$ cat src/rtl/cfg_port_pkg.sv
package cfg_port_pkg;

  localparam int unsigned ADDR_W    = 7;
  localparam int unsigned DATA_W    = 16;
  localparam int unsigned REG_COUNT = 128;
  localparam int unsigned CNT_W     = 5;
  localparam int unsigned SHIFT_W   = 24;

  // bit counter values, counted in rising shift-clock edges since select fell
  localparam logic [4:0] RW_BIT_IDX     = 5'h00;
  localparam logic [4:0] LAST_ADDR_IDX  = 5'h07;
  localparam logic [4:0] FIRST_DATA_CNT = 5'h08;
  localparam logic [4:0] LAST_FRAME_IDX = 5'h17;

  // position of the read/write flag inside the received address word
  localparam int unsigned RW_FLAG_POS = 7;

  localparam logic [6:0] MODE_REG       = 7'h00;
  localparam int unsigned MODE_BIT      = 15;
  localparam logic [6:0] OVR_REG        = 7'h02;
  localparam logic [6:0] CORR_A_REG     = 7'h03;
  localparam logic [6:0] CORR_B_REG     = 7'h1a;
  localparam logic [6:0] SOFT_RESET_REG = 7'h2c;

  localparam logic [15:0] OVR_DEFAULT  = 16'h0780;
  localparam logic [15:0] CORR_DEFAULT = 16'h0b18;
  localparam logic [15:0] ZERO_DEFAULT = 16'h0000;

  localparam logic [3:0] PIN_RESET_VAL = 4'hc;

  typedef enum logic [1:0] {
    IDLE = 2'b00,
    ADDR = 2'b01,
    DATA = 2'b11,
    HOLD = 2'b10
  } state_e;

  function automatic logic [15:0] reg_default(input logic [6:0] a);
    logic [15:0] v;
    v = ZERO_DEFAULT;
    if (a == OVR_REG) begin
      v = OVR_DEFAULT;
    end else if (a == CORR_A_REG || a == CORR_B_REG) begin
      v = CORR_DEFAULT;
    end
    return v;
  endfunction : reg_default

endpackage : cfg_port_pkg

$ cat src/rtl/serial_config_port.sv
`timescale 1ns/1ps
module serial_config_port #(
  parameter int unsigned ADDR_W = cfg_port_pkg::ADDR_W,
  parameter int unsigned DATA_W = cfg_port_pkg::DATA_W
) (
  input  wire logic              clk_i,
  input  wire logic              rst_i,
  input  wire logic              hardware_reset_n_i,
  input  wire logic              serial_select_n_i,
  input  wire logic              sclk_i,
  input  wire logic              sdio_i,
  output logic                   sdio_o,
  output logic                   sdio_oe_n_o,
  output logic                   serial_data_out_o,
  output logic                   serial_data_out_oe_n_o,
  output logic                   four_wire_o,
  input  wire logic [ADDR_W-1:0] cfg_addr_i,
  output logic      [DATA_W-1:0] cfg_data_o
);

  logic [3:0]                    pin_level;
  logic [3:0]                    pin_rise;
  logic [3:0]                    pin_fall;
  logic                          hw_rst_n_s;
  logic                          sel_active;
  logic                          sdio_s;
  logic                          sclk_rise;
  logic                          sclk_fall;
  logic                          take_bit;
  logic                          reading;
  logic                          commit;
  logic                          soft_reset;
  logic                          hw_reset_req;
  logic [DATA_W-1:0]             wr_data;
  logic [ADDR_W-1:0]             rx_addr;
  cfg_port_pkg::state_e          state_q;
  logic [cfg_port_pkg::CNT_W-1:0] bit_cnt_q;
  logic [cfg_port_pkg::SHIFT_W-1:0] shift_q;
  logic                          rw_q;
  logic                          lock_q;
  logic [ADDR_W-1:0]             addr_q;
  logic [DATA_W-1:0]             tx_q;
  logic [DATA_W-1:0]             regs_q [cfg_port_pkg::REG_COUNT];

  // order: {reset pin, select, shift clock, data}
  pin_sync #(
    .WIDTH     (4),
    .RESET_VAL (cfg_port_pkg::PIN_RESET_VAL)
  ) u_pin_sync (
    .clk_i   (clk_i),
    .rst_i   (rst_i),
    .pin_i   ({hardware_reset_n_i, serial_select_n_i, sclk_i, sdio_i}),
    .level_o (pin_level),
    .rise_o  (pin_rise),
    .fall_o  (pin_fall)
  );

  assign hw_rst_n_s   = pin_level[3];
  assign sel_active   = ~pin_level[2];
  assign sclk_rise    = pin_rise[1];
  assign sclk_fall    = pin_fall[1];
  assign sdio_s       = pin_level[0];
  assign hw_reset_req = ~hw_rst_n_s;

  // a bit is taken on every rise while selected, until the frame is full
  assign take_bit = sel_active && sclk_rise && (state_q != cfg_port_pkg::HOLD);
  assign rx_addr  = {shift_q[5:0], sdio_s};
  assign wr_data  = {shift_q[14:0], sdio_s};
  assign reading  = (state_q == cfg_port_pkg::DATA) && rw_q;
  assign commit   = take_bit && (bit_cnt_q == cfg_port_pkg::LAST_FRAME_IDX)
                    && !rw_q && !lock_q;
  assign soft_reset = commit && (addr_q == cfg_port_pkg::SOFT_RESET_REG);

  always_ff @(posedge clk_i) begin
    if (rst_i) begin
      state_q <= cfg_port_pkg::IDLE;
    end else if (!sel_active) begin
      state_q <= cfg_port_pkg::IDLE;
    end else begin
      case (state_q)
        cfg_port_pkg::IDLE: begin
          state_q <= cfg_port_pkg::ADDR;
        end
        cfg_port_pkg::ADDR: begin
          if (take_bit && bit_cnt_q == cfg_port_pkg::LAST_ADDR_IDX) begin
            state_q <= cfg_port_pkg::DATA;
          end
        end
        cfg_port_pkg::DATA: begin
          if (take_bit && bit_cnt_q == cfg_port_pkg::LAST_FRAME_IDX) begin
            state_q <= cfg_port_pkg::HOLD;
          end
        end
        default: begin
          state_q <= cfg_port_pkg::HOLD;
        end
      endcase
    end
  end

  // counting also in idle catches a clock edge that lands with select
  always_ff @(posedge clk_i) begin
    if (rst_i || !sel_active) begin
      bit_cnt_q <= '0;
    end else if (take_bit) begin
      bit_cnt_q <= bit_cnt_q + 5'h01;
    end
  end

  always_ff @(posedge clk_i) begin
    if (rst_i) begin
      shift_q <= '0;
    end else if (take_bit) begin
      shift_q <= {shift_q[cfg_port_pkg::SHIFT_W-2:0], sdio_s};
    end
  end

  always_ff @(posedge clk_i) begin
    if (rst_i) begin
      rw_q <= 1'b0;
    end else if (take_bit && bit_cnt_q == cfg_port_pkg::RW_BIT_IDX) begin
      rw_q <= sdio_s;
    end
  end

  always_ff @(posedge clk_i) begin
    if (rst_i) begin
      lock_q <= 1'b0;
    end else if (take_bit && bit_cnt_q == cfg_port_pkg::RW_BIT_IDX) begin
      lock_q <= sdio_s;
    end
  end

  always_ff @(posedge clk_i) begin
    if (rst_i) begin
      addr_q <= '0;
    end else if (take_bit && bit_cnt_q == cfg_port_pkg::LAST_ADDR_IDX) begin
      addr_q <= rx_addr;
    end
  end

  always_ff @(posedge clk_i) begin
    if (rst_i) begin
      tx_q <= '0;
    end else if (take_bit && bit_cnt_q == cfg_port_pkg::LAST_ADDR_IDX && rw_q) begin
      tx_q <= regs_q[rx_addr];
    end else if (sclk_fall && reading && bit_cnt_q > cfg_port_pkg::FIRST_DATA_CNT) begin
      tx_q <= {tx_q[DATA_W-2:0], 1'b0};
    end
  end

  always_ff @(posedge clk_i) begin
    if (rst_i || hw_reset_req || soft_reset) begin
      for (int i = 0; i < cfg_port_pkg::REG_COUNT; i++) begin
        regs_q[i] <= cfg_port_pkg::reg_default(7'(i));
      end
    end else if (commit) begin
      regs_q[addr_q] <= wr_data;
    end
  end

  always_ff @(posedge clk_i) begin
    if (rst_i) begin
      cfg_data_o <= '0;
    end else begin
      cfg_data_o <= regs_q[cfg_addr_i];
    end
  end

  assign four_wire_o = regs_q[cfg_port_pkg::MODE_REG][cfg_port_pkg::MODE_BIT];

  assign sdio_o            = tx_q[DATA_W-1];
  assign serial_data_out_o = tx_q[DATA_W-1];
  assign sdio_oe_n_o            = !(reading && !four_wire_o);
  assign serial_data_out_oe_n_o = !(reading && four_wire_o);

  rw_capture_a: assert property (
    @(posedge clk_i) disable iff (rst_i)
    (take_bit && bit_cnt_q == cfg_port_pkg::RW_BIT_IDX) |=> (rw_q == $past(sdio_s)))
    else $error("read/write flag not taken on first rise");

  flag_position_a: assert property (
    @(posedge clk_i) disable iff (rst_i)
    (take_bit && bit_cnt_q == cfg_port_pkg::LAST_ADDR_IDX) |=> (rw_q == $past(shift_q[6])))
    else $error("flag is not the top bit of the address word");

  frame_length_a: assert property (
    @(posedge clk_i) disable iff (rst_i)
    commit |-> (state_q == cfg_port_pkg::DATA && bit_cnt_q == cfg_port_pkg::LAST_FRAME_IDX))
    else $error("write committed before twenty-four bits");

  write_store_a: assert property (
    @(posedge clk_i) disable iff (rst_i)
    (commit && !soft_reset && hw_rst_n_s) |=> (regs_q[$past(addr_q)] == $past(wr_data)))
    else $error("written word not stored");

  soft_reset_a: assert property (
    @(posedge clk_i) disable iff (rst_i)
    soft_reset |=> (regs_q[cfg_port_pkg::SOFT_RESET_REG] == cfg_port_pkg::ZERO_DEFAULT
                    && regs_q[cfg_port_pkg::CORR_A_REG] == cfg_port_pkg::CORR_DEFAULT))
    else $error("soft reset did not restore defaults");

  pin_reset_a: assert property (
    @(posedge clk_i) disable iff (rst_i)
    hw_reset_req |=> (regs_q[cfg_port_pkg::OVR_REG] == cfg_port_pkg::OVR_DEFAULT
                      && !four_wire_o))
    else $error("reset pin did not restore defaults");

  read_lock_a: assert property (
    @(posedge clk_i) disable iff (rst_i)
    // the addressed register must not move during a read frame
    (rw_q && state_q == cfg_port_pkg::DATA && !hw_reset_req)
      |=> (regs_q[addr_q] == $past(regs_q[addr_q])))
    else $error("write taken while read flag set");

  three_pin_a: assert property (
    @(posedge clk_i) disable iff (rst_i)
    (!four_wire_o && reading) |-> (!sdio_oe_n_o && serial_data_out_oe_n_o))
    else $error("three-pin read not on shared data pin");

  four_pin_a: assert property (
    @(posedge clk_i) disable iff (rst_i)
    four_wire_o |-> sdio_oe_n_o)
    else $error("shared data pin driven in four-pin mode");

  read_order_a: assert property (
    @(posedge clk_i) disable iff (rst_i)
    (sclk_fall && reading && bit_cnt_q > cfg_port_pkg::FIRST_DATA_CNT)
      |=> (sdio_o == $past(tx_q[14])))
    else $error("readback bit order broken");

  select_idle_a: assert property (
    @(posedge clk_i) disable iff (rst_i)
    !sel_active |=> (state_q == cfg_port_pkg::IDLE && bit_cnt_q == '0))
    else $error("frame not ended by select high");

  write_seen_c: cover property (@(posedge clk_i) disable iff (rst_i) commit);
  read_seen_c: cover property (@(posedge clk_i) disable iff (rst_i)
    reading && sclk_fall);
  soft_reset_c: cover property (@(posedge clk_i) disable iff (rst_i) soft_reset);
  four_wire_c: cover property (@(posedge clk_i) disable iff (rst_i)
    four_wire_o && reading);

endmodule : serial_config_port

$ cat src/rtl/pin_sync.sv
`timescale 1ns/1ps
module pin_sync #(
  parameter int unsigned      WIDTH     = 4,
  parameter logic [WIDTH-1:0] RESET_VAL = '0
) (
  input  wire logic             clk_i,
  input  wire logic             rst_i,
  input  wire logic [WIDTH-1:0] pin_i,
  output logic      [WIDTH-1:0] level_o,
  output logic      [WIDTH-1:0] rise_o,
  output logic      [WIDTH-1:0] fall_o
);

  logic [WIDTH-1:0] meta_q;
  logic [WIDTH-1:0] sync_q;
  logic [WIDTH-1:0] prev_q;

  // first stage feeds only the second stage
  always_ff @(posedge clk_i) begin
    if (rst_i) begin
      meta_q <= RESET_VAL;
      sync_q <= RESET_VAL;
    end else begin
      meta_q <= pin_i;
      sync_q <= meta_q;
    end
  end

  always_ff @(posedge clk_i) begin
    if (rst_i) begin
      prev_q <= RESET_VAL;
    end else begin
      prev_q <= sync_q;
    end
  end

  assign level_o = sync_q;
  assign rise_o  = sync_q & ~prev_q;
  assign fall_o  = ~sync_q & prev_q;

endmodule : pin_sync

$ cat config.mk
export PLATFORM = sky130hd
export DESIGN_NAME = serial_config_port
export DESIGN_NICKNAME = d
export VERILOG_FILES = /design/src/rtl/cfg_port_pkg.sv /design/src/rtl/serial_config_port.sv /design/src/rtl/pin_sync.sv
export SDC_FILE = /design/constraint.sdc
export NUM_CORES = 2
export LEC_CHECK = 0
export ABC_AREA = 1
export BUFFER_PORTS_ARGS = -buffer_cell sky130_fd_sc_hd__buf_2
export CORE_MARGIN = 2
export CORE_UTILIZATION = 30
export CTS_CLUSTER_DIAMETER = 80
export DETAILED_ROUTE_END_ITERATION = 12
export PLACE_DENSITY_LB_ADDON = 0.2
export SLEW_MARGIN = 20
export SYNTH_ARGS = -nofsm -noshare
export SYNTH_HDL_FRONTEND = slang
export SYNTH_SLANG_ARGS = --single-unit
$ cat constraint.sdc
create_clock -name clk_i -period 3.6 [get_ports clk_i]
set_clock_uncertainty 0.15 [all_clocks]
set_input_delay 0.18 -clock clk_i [delete_from_list [all_inputs] [get_ports clk_i]]
set_output_delay 0.18 -clock clk_i [all_outputs]
set_load 0.005 [all_outputs]
### Word level (Yosys, flattened, before mapping)

Memories as Yosys holds them, arrays and structs flattened. A register that Yosys moved wholly into a read port is not among the register bits.
Cells that the tools add are included.

* bits in registers: 56
* memories kept: 1
* output and inout port bits: 21
* input port bits: 13
* memory bits (writable): 2048
* logic and storage cells: 68

* mux-type cells: 15
* eq/ne operators: 8
* order comparisons: 1
* reductions and logical operators: 27
* bitwise operators: 6
* add/sub/neg operators: 1

Memories
* regs_q: depth 128, width 16, read ports 3, clocked after memory_dff 1, write ports 128, RTL line serial_config_port.sv:43 `logic [DATA_W-1:0] regs_q [cfg_port_pkg::REG_COUNT];`

Operator list (number)
* 2-to-1 mux 16 bit: 5
* OR reduction 16 bit: 1
* logical AND 1 bit: 14
* equality test 7 x 6 -> 1 bit, second input constant: 1
* 2-to-1 mux 7 bit: 1
* 2-to-1 mux 1 bit: 6
* one-hot mux 2 bit (3 select lines): 1
* adder 5 x 1 -> 5 bit, second input constant: 1
* equality test 5 x 3 -> 1 bit, second input constant: 1
* equality test 5 bit, second input constant: 1
* > comparator 5 x 4 -> 1 bit, second input constant: 1
* zero test 5 bit: 1
* AND 2 bit: 2
* zero test 1 bit: 4
* 2-to-1 mux 2 bit: 2
* inequality test 2 bit, second input constant: 2
* inverter 2 bit: 2
* logical OR 1 bit: 3
* equality test 2 x 1 -> 1 bit, second input constant: 1
* equality test 2 bit, second input constant: 1
* zero test 2 bit: 1
* inequality test 2 x 1 -> 1 bit, second input constant: 1
* inverter 1 bit: 2
* AND reduction 2 bit: 1
* other kinds (2): 2

### Longest topological paths before layout

* depth after elaboration: 13
* gate-level depth with buffers: 15
* mapped depth without buffers: 12

### Hierarchy

A second synthesis with hierarchy kept.

* cells, all modules: 13715
* area total of the unflattened synthesis: 116827.0 µm²

Modules (own cells, without submodules)
* serial_config_port: area each 116447.9 µm², cells each 13666, instances 1, sequential area each 62740.2 µm²
* pin_sync: area each 379.1 µm², cells each 49, instances 1, sequential area each 240.2 µm²

### Least setup slack after synthesis

Ideal clock, no wire load.

* path kind: register -> register
* start: reg state_q[1]
* end: mem regs_q[101][0], enable pin
* buffers on the path: 2
* cell stages (with the launch flop): 13
* data arrival time: 2.806 ns
* required time: 3.078 ns
* setup slack: 0.272 ns
* setup time: 0.372 ns
* clock period less this slack: 3.328 ns
* cells stage by stage: dfxtp_1 -> inv_1 -> o21ai_2 -> nor3_1 -> nand4_1 -> nand3_1 -> nor2_2 -> nand2_4 -> nor2_4 -> buf_4 -> nand2_2 -> buf_2 -> nand2_1

RTL lines
* start: declaration: RTL line serial_config_port.sv:36 `cfg_port_pkg::state_e state_q;`
* start signal: assignment: RTL line serial_config_port.sv:76 `state_q <= cfg_port_pkg::IDLE;`
* start signal: assignment: RTL line serial_config_port.sv:78 `state_q <= cfg_port_pkg::IDLE;`
* start signal: assignment: RTL line serial_config_port.sv:82 `state_q <= cfg_port_pkg::ADDR;`
* end: declaration: RTL line serial_config_port.sv:43

### Final worst setup path

* start: reg u_pin_sync.sync_q[0] (netlist: u_pin_sync.level_o[0])
* end: reg tx_q[2]

* cells in the longest elaborated chain, start to end: 2

RTL lines
* start: declaration: RTL line pin_sync.sv:15 `logic [WIDTH-1:0] sync_q;`
* start signal: assignment: RTL line pin_sync.sv:25 `sync_q <= meta_q;`
* memory read (128 x 16 bit)
* 2-to-1 mux 16 bit: RTL line serial_config_port.sv:145 `end else if (take_bit && bit_cnt_q == cfg_port_pkg::LAST_ADDR_IDX && rw_q) begin`
* end signal: assignment: RTL line serial_config_port.sv:146 `tx_q <= regs_q[rx_addr];`
* end signal: assignment: RTL line serial_config_port.sv:148 `tx_q <= {tx_q[DATA_W-2:0], 1'b0};`
* end: declaration: RTL line serial_config_port.sv:42 `logic [DATA_W-1:0] tx_q;`

No other way between the ends.
A chain may end at the register's enable or synchronous reset.

==> flow_metrics.tcl <==
set metrics [dict create \
    synth_seq_area_share_pct 55.8 \
    post-dp-hpwl_mm 319 \
    ios 34 \
    grt_first_pass_wirelength_mm 707 \
    worst_r2r_endpoint "tx_q[2]" \
    grt_overflow 0 \
    async_reset_ff_share_pct 0 \
    cpMostUsedCell "nand3_1" \
    yosysUniqueCellTypes 32 \
    crit_path_end_kind "flip-flop" \
    worstSetupEndpoint "tx_q[2]" \
    hold_viol_final 0 \
    power_density_nw_per_um2 470 \
    reg2reg_from "u_pin_sync.level_o[0]" \
    ctsRootBufferMaster "clkbuf_16" \
    cts.htree.levels 5 \
    critPathSlowestCell "dfxtp_4" \
    setup_viol 0 \
    slew_headroom_pct 37.7 \
    fmax_ghz 0.295 \
    io_buffers 33 \
    layout_common_cells "3025 x nand2_1, 3009 x nor2_1, 2498 x nand3_1" \
    p_sw_share_pct 27.2 \
    seq_power_share_pct 46.9 \
    drtPass1Iterations 6 \
    worstMarginPinSlew_ns 0.934 \
    ctsHoldBuffers 17 \
    fin_crit_sh_pct 94.1 \
    synth-edff-count 2048 \
    ir_drop_v 0.000316 \
    insertion_delay_ns 0.91 \
    pwr-share-clk_pct 42.5 \
    r2r_slack_ns 0.21 \
    synth.ff_latch_count 2119 \
    status "finished clean" \
    tns_ns 0 \
    die_area_um2 381000 \
    timing.hold.ws_ns 0.0806 \
    drt-total-wl_mm 496 \
    crit_required_ns 4.28 \
    grt_pass1_vias 95800 \
    std_cell_rows 225 \
    p_switching_mw 16.8 \
    antenna_found_initial 9 \
    critPathLaunch "u_pin_sync.level_o[0]" \
    fin_nets 13600 \
    min_from "cfg_addr_i[4]" \
    cts_num_sinks 2119 \
    grt_usage_pct 25.2 \
    cts_tree "built" \
    drc_errors 0 \
    post_cts_resized 0 \
    die_h_um 617 \
    intPower_mw 44.9 \
    synth_cells 13800 \
    syn-cell-area_um2 113000 \
    final_common_cell "nand2_1" \
    grt_max_degree 98 \
    start_util_pct 30.1 \
    drive_gt1_share_pct 9.30 \
    vias_per_cell 5.54 \
    fin_crit_ns 3.39 \
    critical_path.cell_chain "inv_8, buf_12, buf_4, nand2_1, nand3_1, nand3_1, nand3_1, nand3_1, nand3_1, nand2_1, nand2_1, nand3_1, a21oi_1" \
    slew_viol_final 0 \
    dr_total_vias 104000 \
    crit_type "flip-flop to flip-flop" \
    cap_violations 0 \
    wl_per_cell_um 26.5 \
    power.leakage_nw 46.3 \
    yosysWarningCount 0 \
    arrival_ns 4.07 \
    cp_max_fo 44 \
    cpPeakStageDelay_ns 0.45 \
    ant_nets 0 \
    cts_max_path_buffers 4 \
    p_comb_share_pct 10.6 \
    hold_path.class "input port to flip-flop" \
    drt_iter0_drc 14500 \
    synthFlopType "edfxtp_1" \
    gp_congestion 0.947 \
    cts_buffers 263 \
    syn_to_final_growth_pct 16.3 \
    die_w_um 617 \
    rr_worst_depth 13 \
    postCtsSetupBuffers 0 \
    synth.avg_cell_area_um2 8.20 \
    final_util_pct 35.0 \
    core-area_um2 375000 \
    rsz0062_at_grt "false" \
    clkTransAtPathRegs_ns 0.06 \
    start_kind "flip-flop" \
]
worst min-delay path by stage:
stage                                 to  slack (ns)  depth (start not counted)
floorplan           u_pin_sync.meta_q[2]        0.13                          1
CTS                       cfg_data_o[12]      0.0002                          8
detailed placement  u_pin_sync.meta_q[2]        0.22                          2
global placement    u_pin_sync.meta_q[2]        0.22                          2
global route               cfg_data_o[6]        0.16                          8
finish                    cfg_data_o[12]        0.08                          8
state kept, by name, indices dropped and copies added (netlist names):
register,flops
addr_q,7
bit_cnt_q,5
cfg_data_o,16
lock_q,1
regs_q,2048
shift_q,15
state_q,2
tx_q,16
u_pin_sync.level_o,4
u_pin_sync.meta_q,4
u_pin_sync.prev_q,1
layout make-up:
cell class | instances | area, um2
antenna | 6 | 15.0
clock buffer | 338 | 6910
sequential | 2119 | 62900
clock inverter | 132 | 1320
timing repair buffer | 816 | 8700
fill | 38600 | 244000
inverter | 102 | 514
multi-input combinational | 10300 | 44500
tap | 4994 | 6250
cell usage after synthesis (8+ instances only):
library cell,number,area share (%)
edfxtp_1,2048,55
nand2_2,77,0.43
nor2_4,8,0.080
a21oi_1,97,0.43
o22ai_1,463,2.6
buf_1,116,0.39
clkbuf_1,1045,3.5
nand2_1,3025,10
o21ai_0,1037,4.6
nor2_1,3009,10
dfxtp_1,71,1.3
buf_2,119,0.53
inv_1,91,0.30
nand3_1,2499,11
critical path: cells and delay by family, from the launching register on:
kind | cells | cell delay [ns]
simple gates | 9 | 1.59
buf+inv | 3 | 0.88
flops | 1 | 0.45
compound gates | 1 | 0.13
metal layers:
| metal | global-route usage (%) | part of all wire [%] | wire, um | vias up |
|---|---|---|---|---|
| met2 | 38.1 | 44 | 218000 | 5650 |
| met5 | 0 | 0.0014 | 7 | - |
| met3 | 4.81 | 9.6 | 47500 | 883 |
| met1 | 34.8 | 41 | 206000 | 50800 |
| li1 | - | - | - | 46500 |
| met4 | 11.5 | 5.1 | 25100 | 2 |
cells by family (layout without fill, tap and decap cells):
group                      Yosys count  after routing  synth area share (%)
DFF                               2119           2119                  55.8
buffers and inverters             1391           1388                  4.80
AOI/OAI and AO/OA                 1601           1601                  7.63
other                                1             22               0.00332
and+or+nand+nor                   8636           8636                  31.8
adders and majority gates            2              2                0.0222
through the flow:
stage                     cells  area (um2)  setup slack, ns  power (mW)
after floorplan           13800      113000            0.272        32.6
after global placement    18300      123000            0.338        35.8
after detailed placement  18300      123000            0.319        35.8
after CTS                 18800      131000            0.388        61.9
after global routing      18800      131000            0.217        63.5
final                     18800      131000            0.212        61.7
power groups by stage:
stage | registers, mW | clock network, mW | logic, mW
finish | 28.9 | 26.2 | 6.57
floorplan | 29.1 | 0 | 3.47
global placement | 29.4 | 0 | 6.39
detailed placement | 29.4 | 0 | 6.38
CTS | 28.9 | 26.6 | 6.41
global route | 29.0 | 27.5 | 6.96
(Power assumes the default switching activity.)
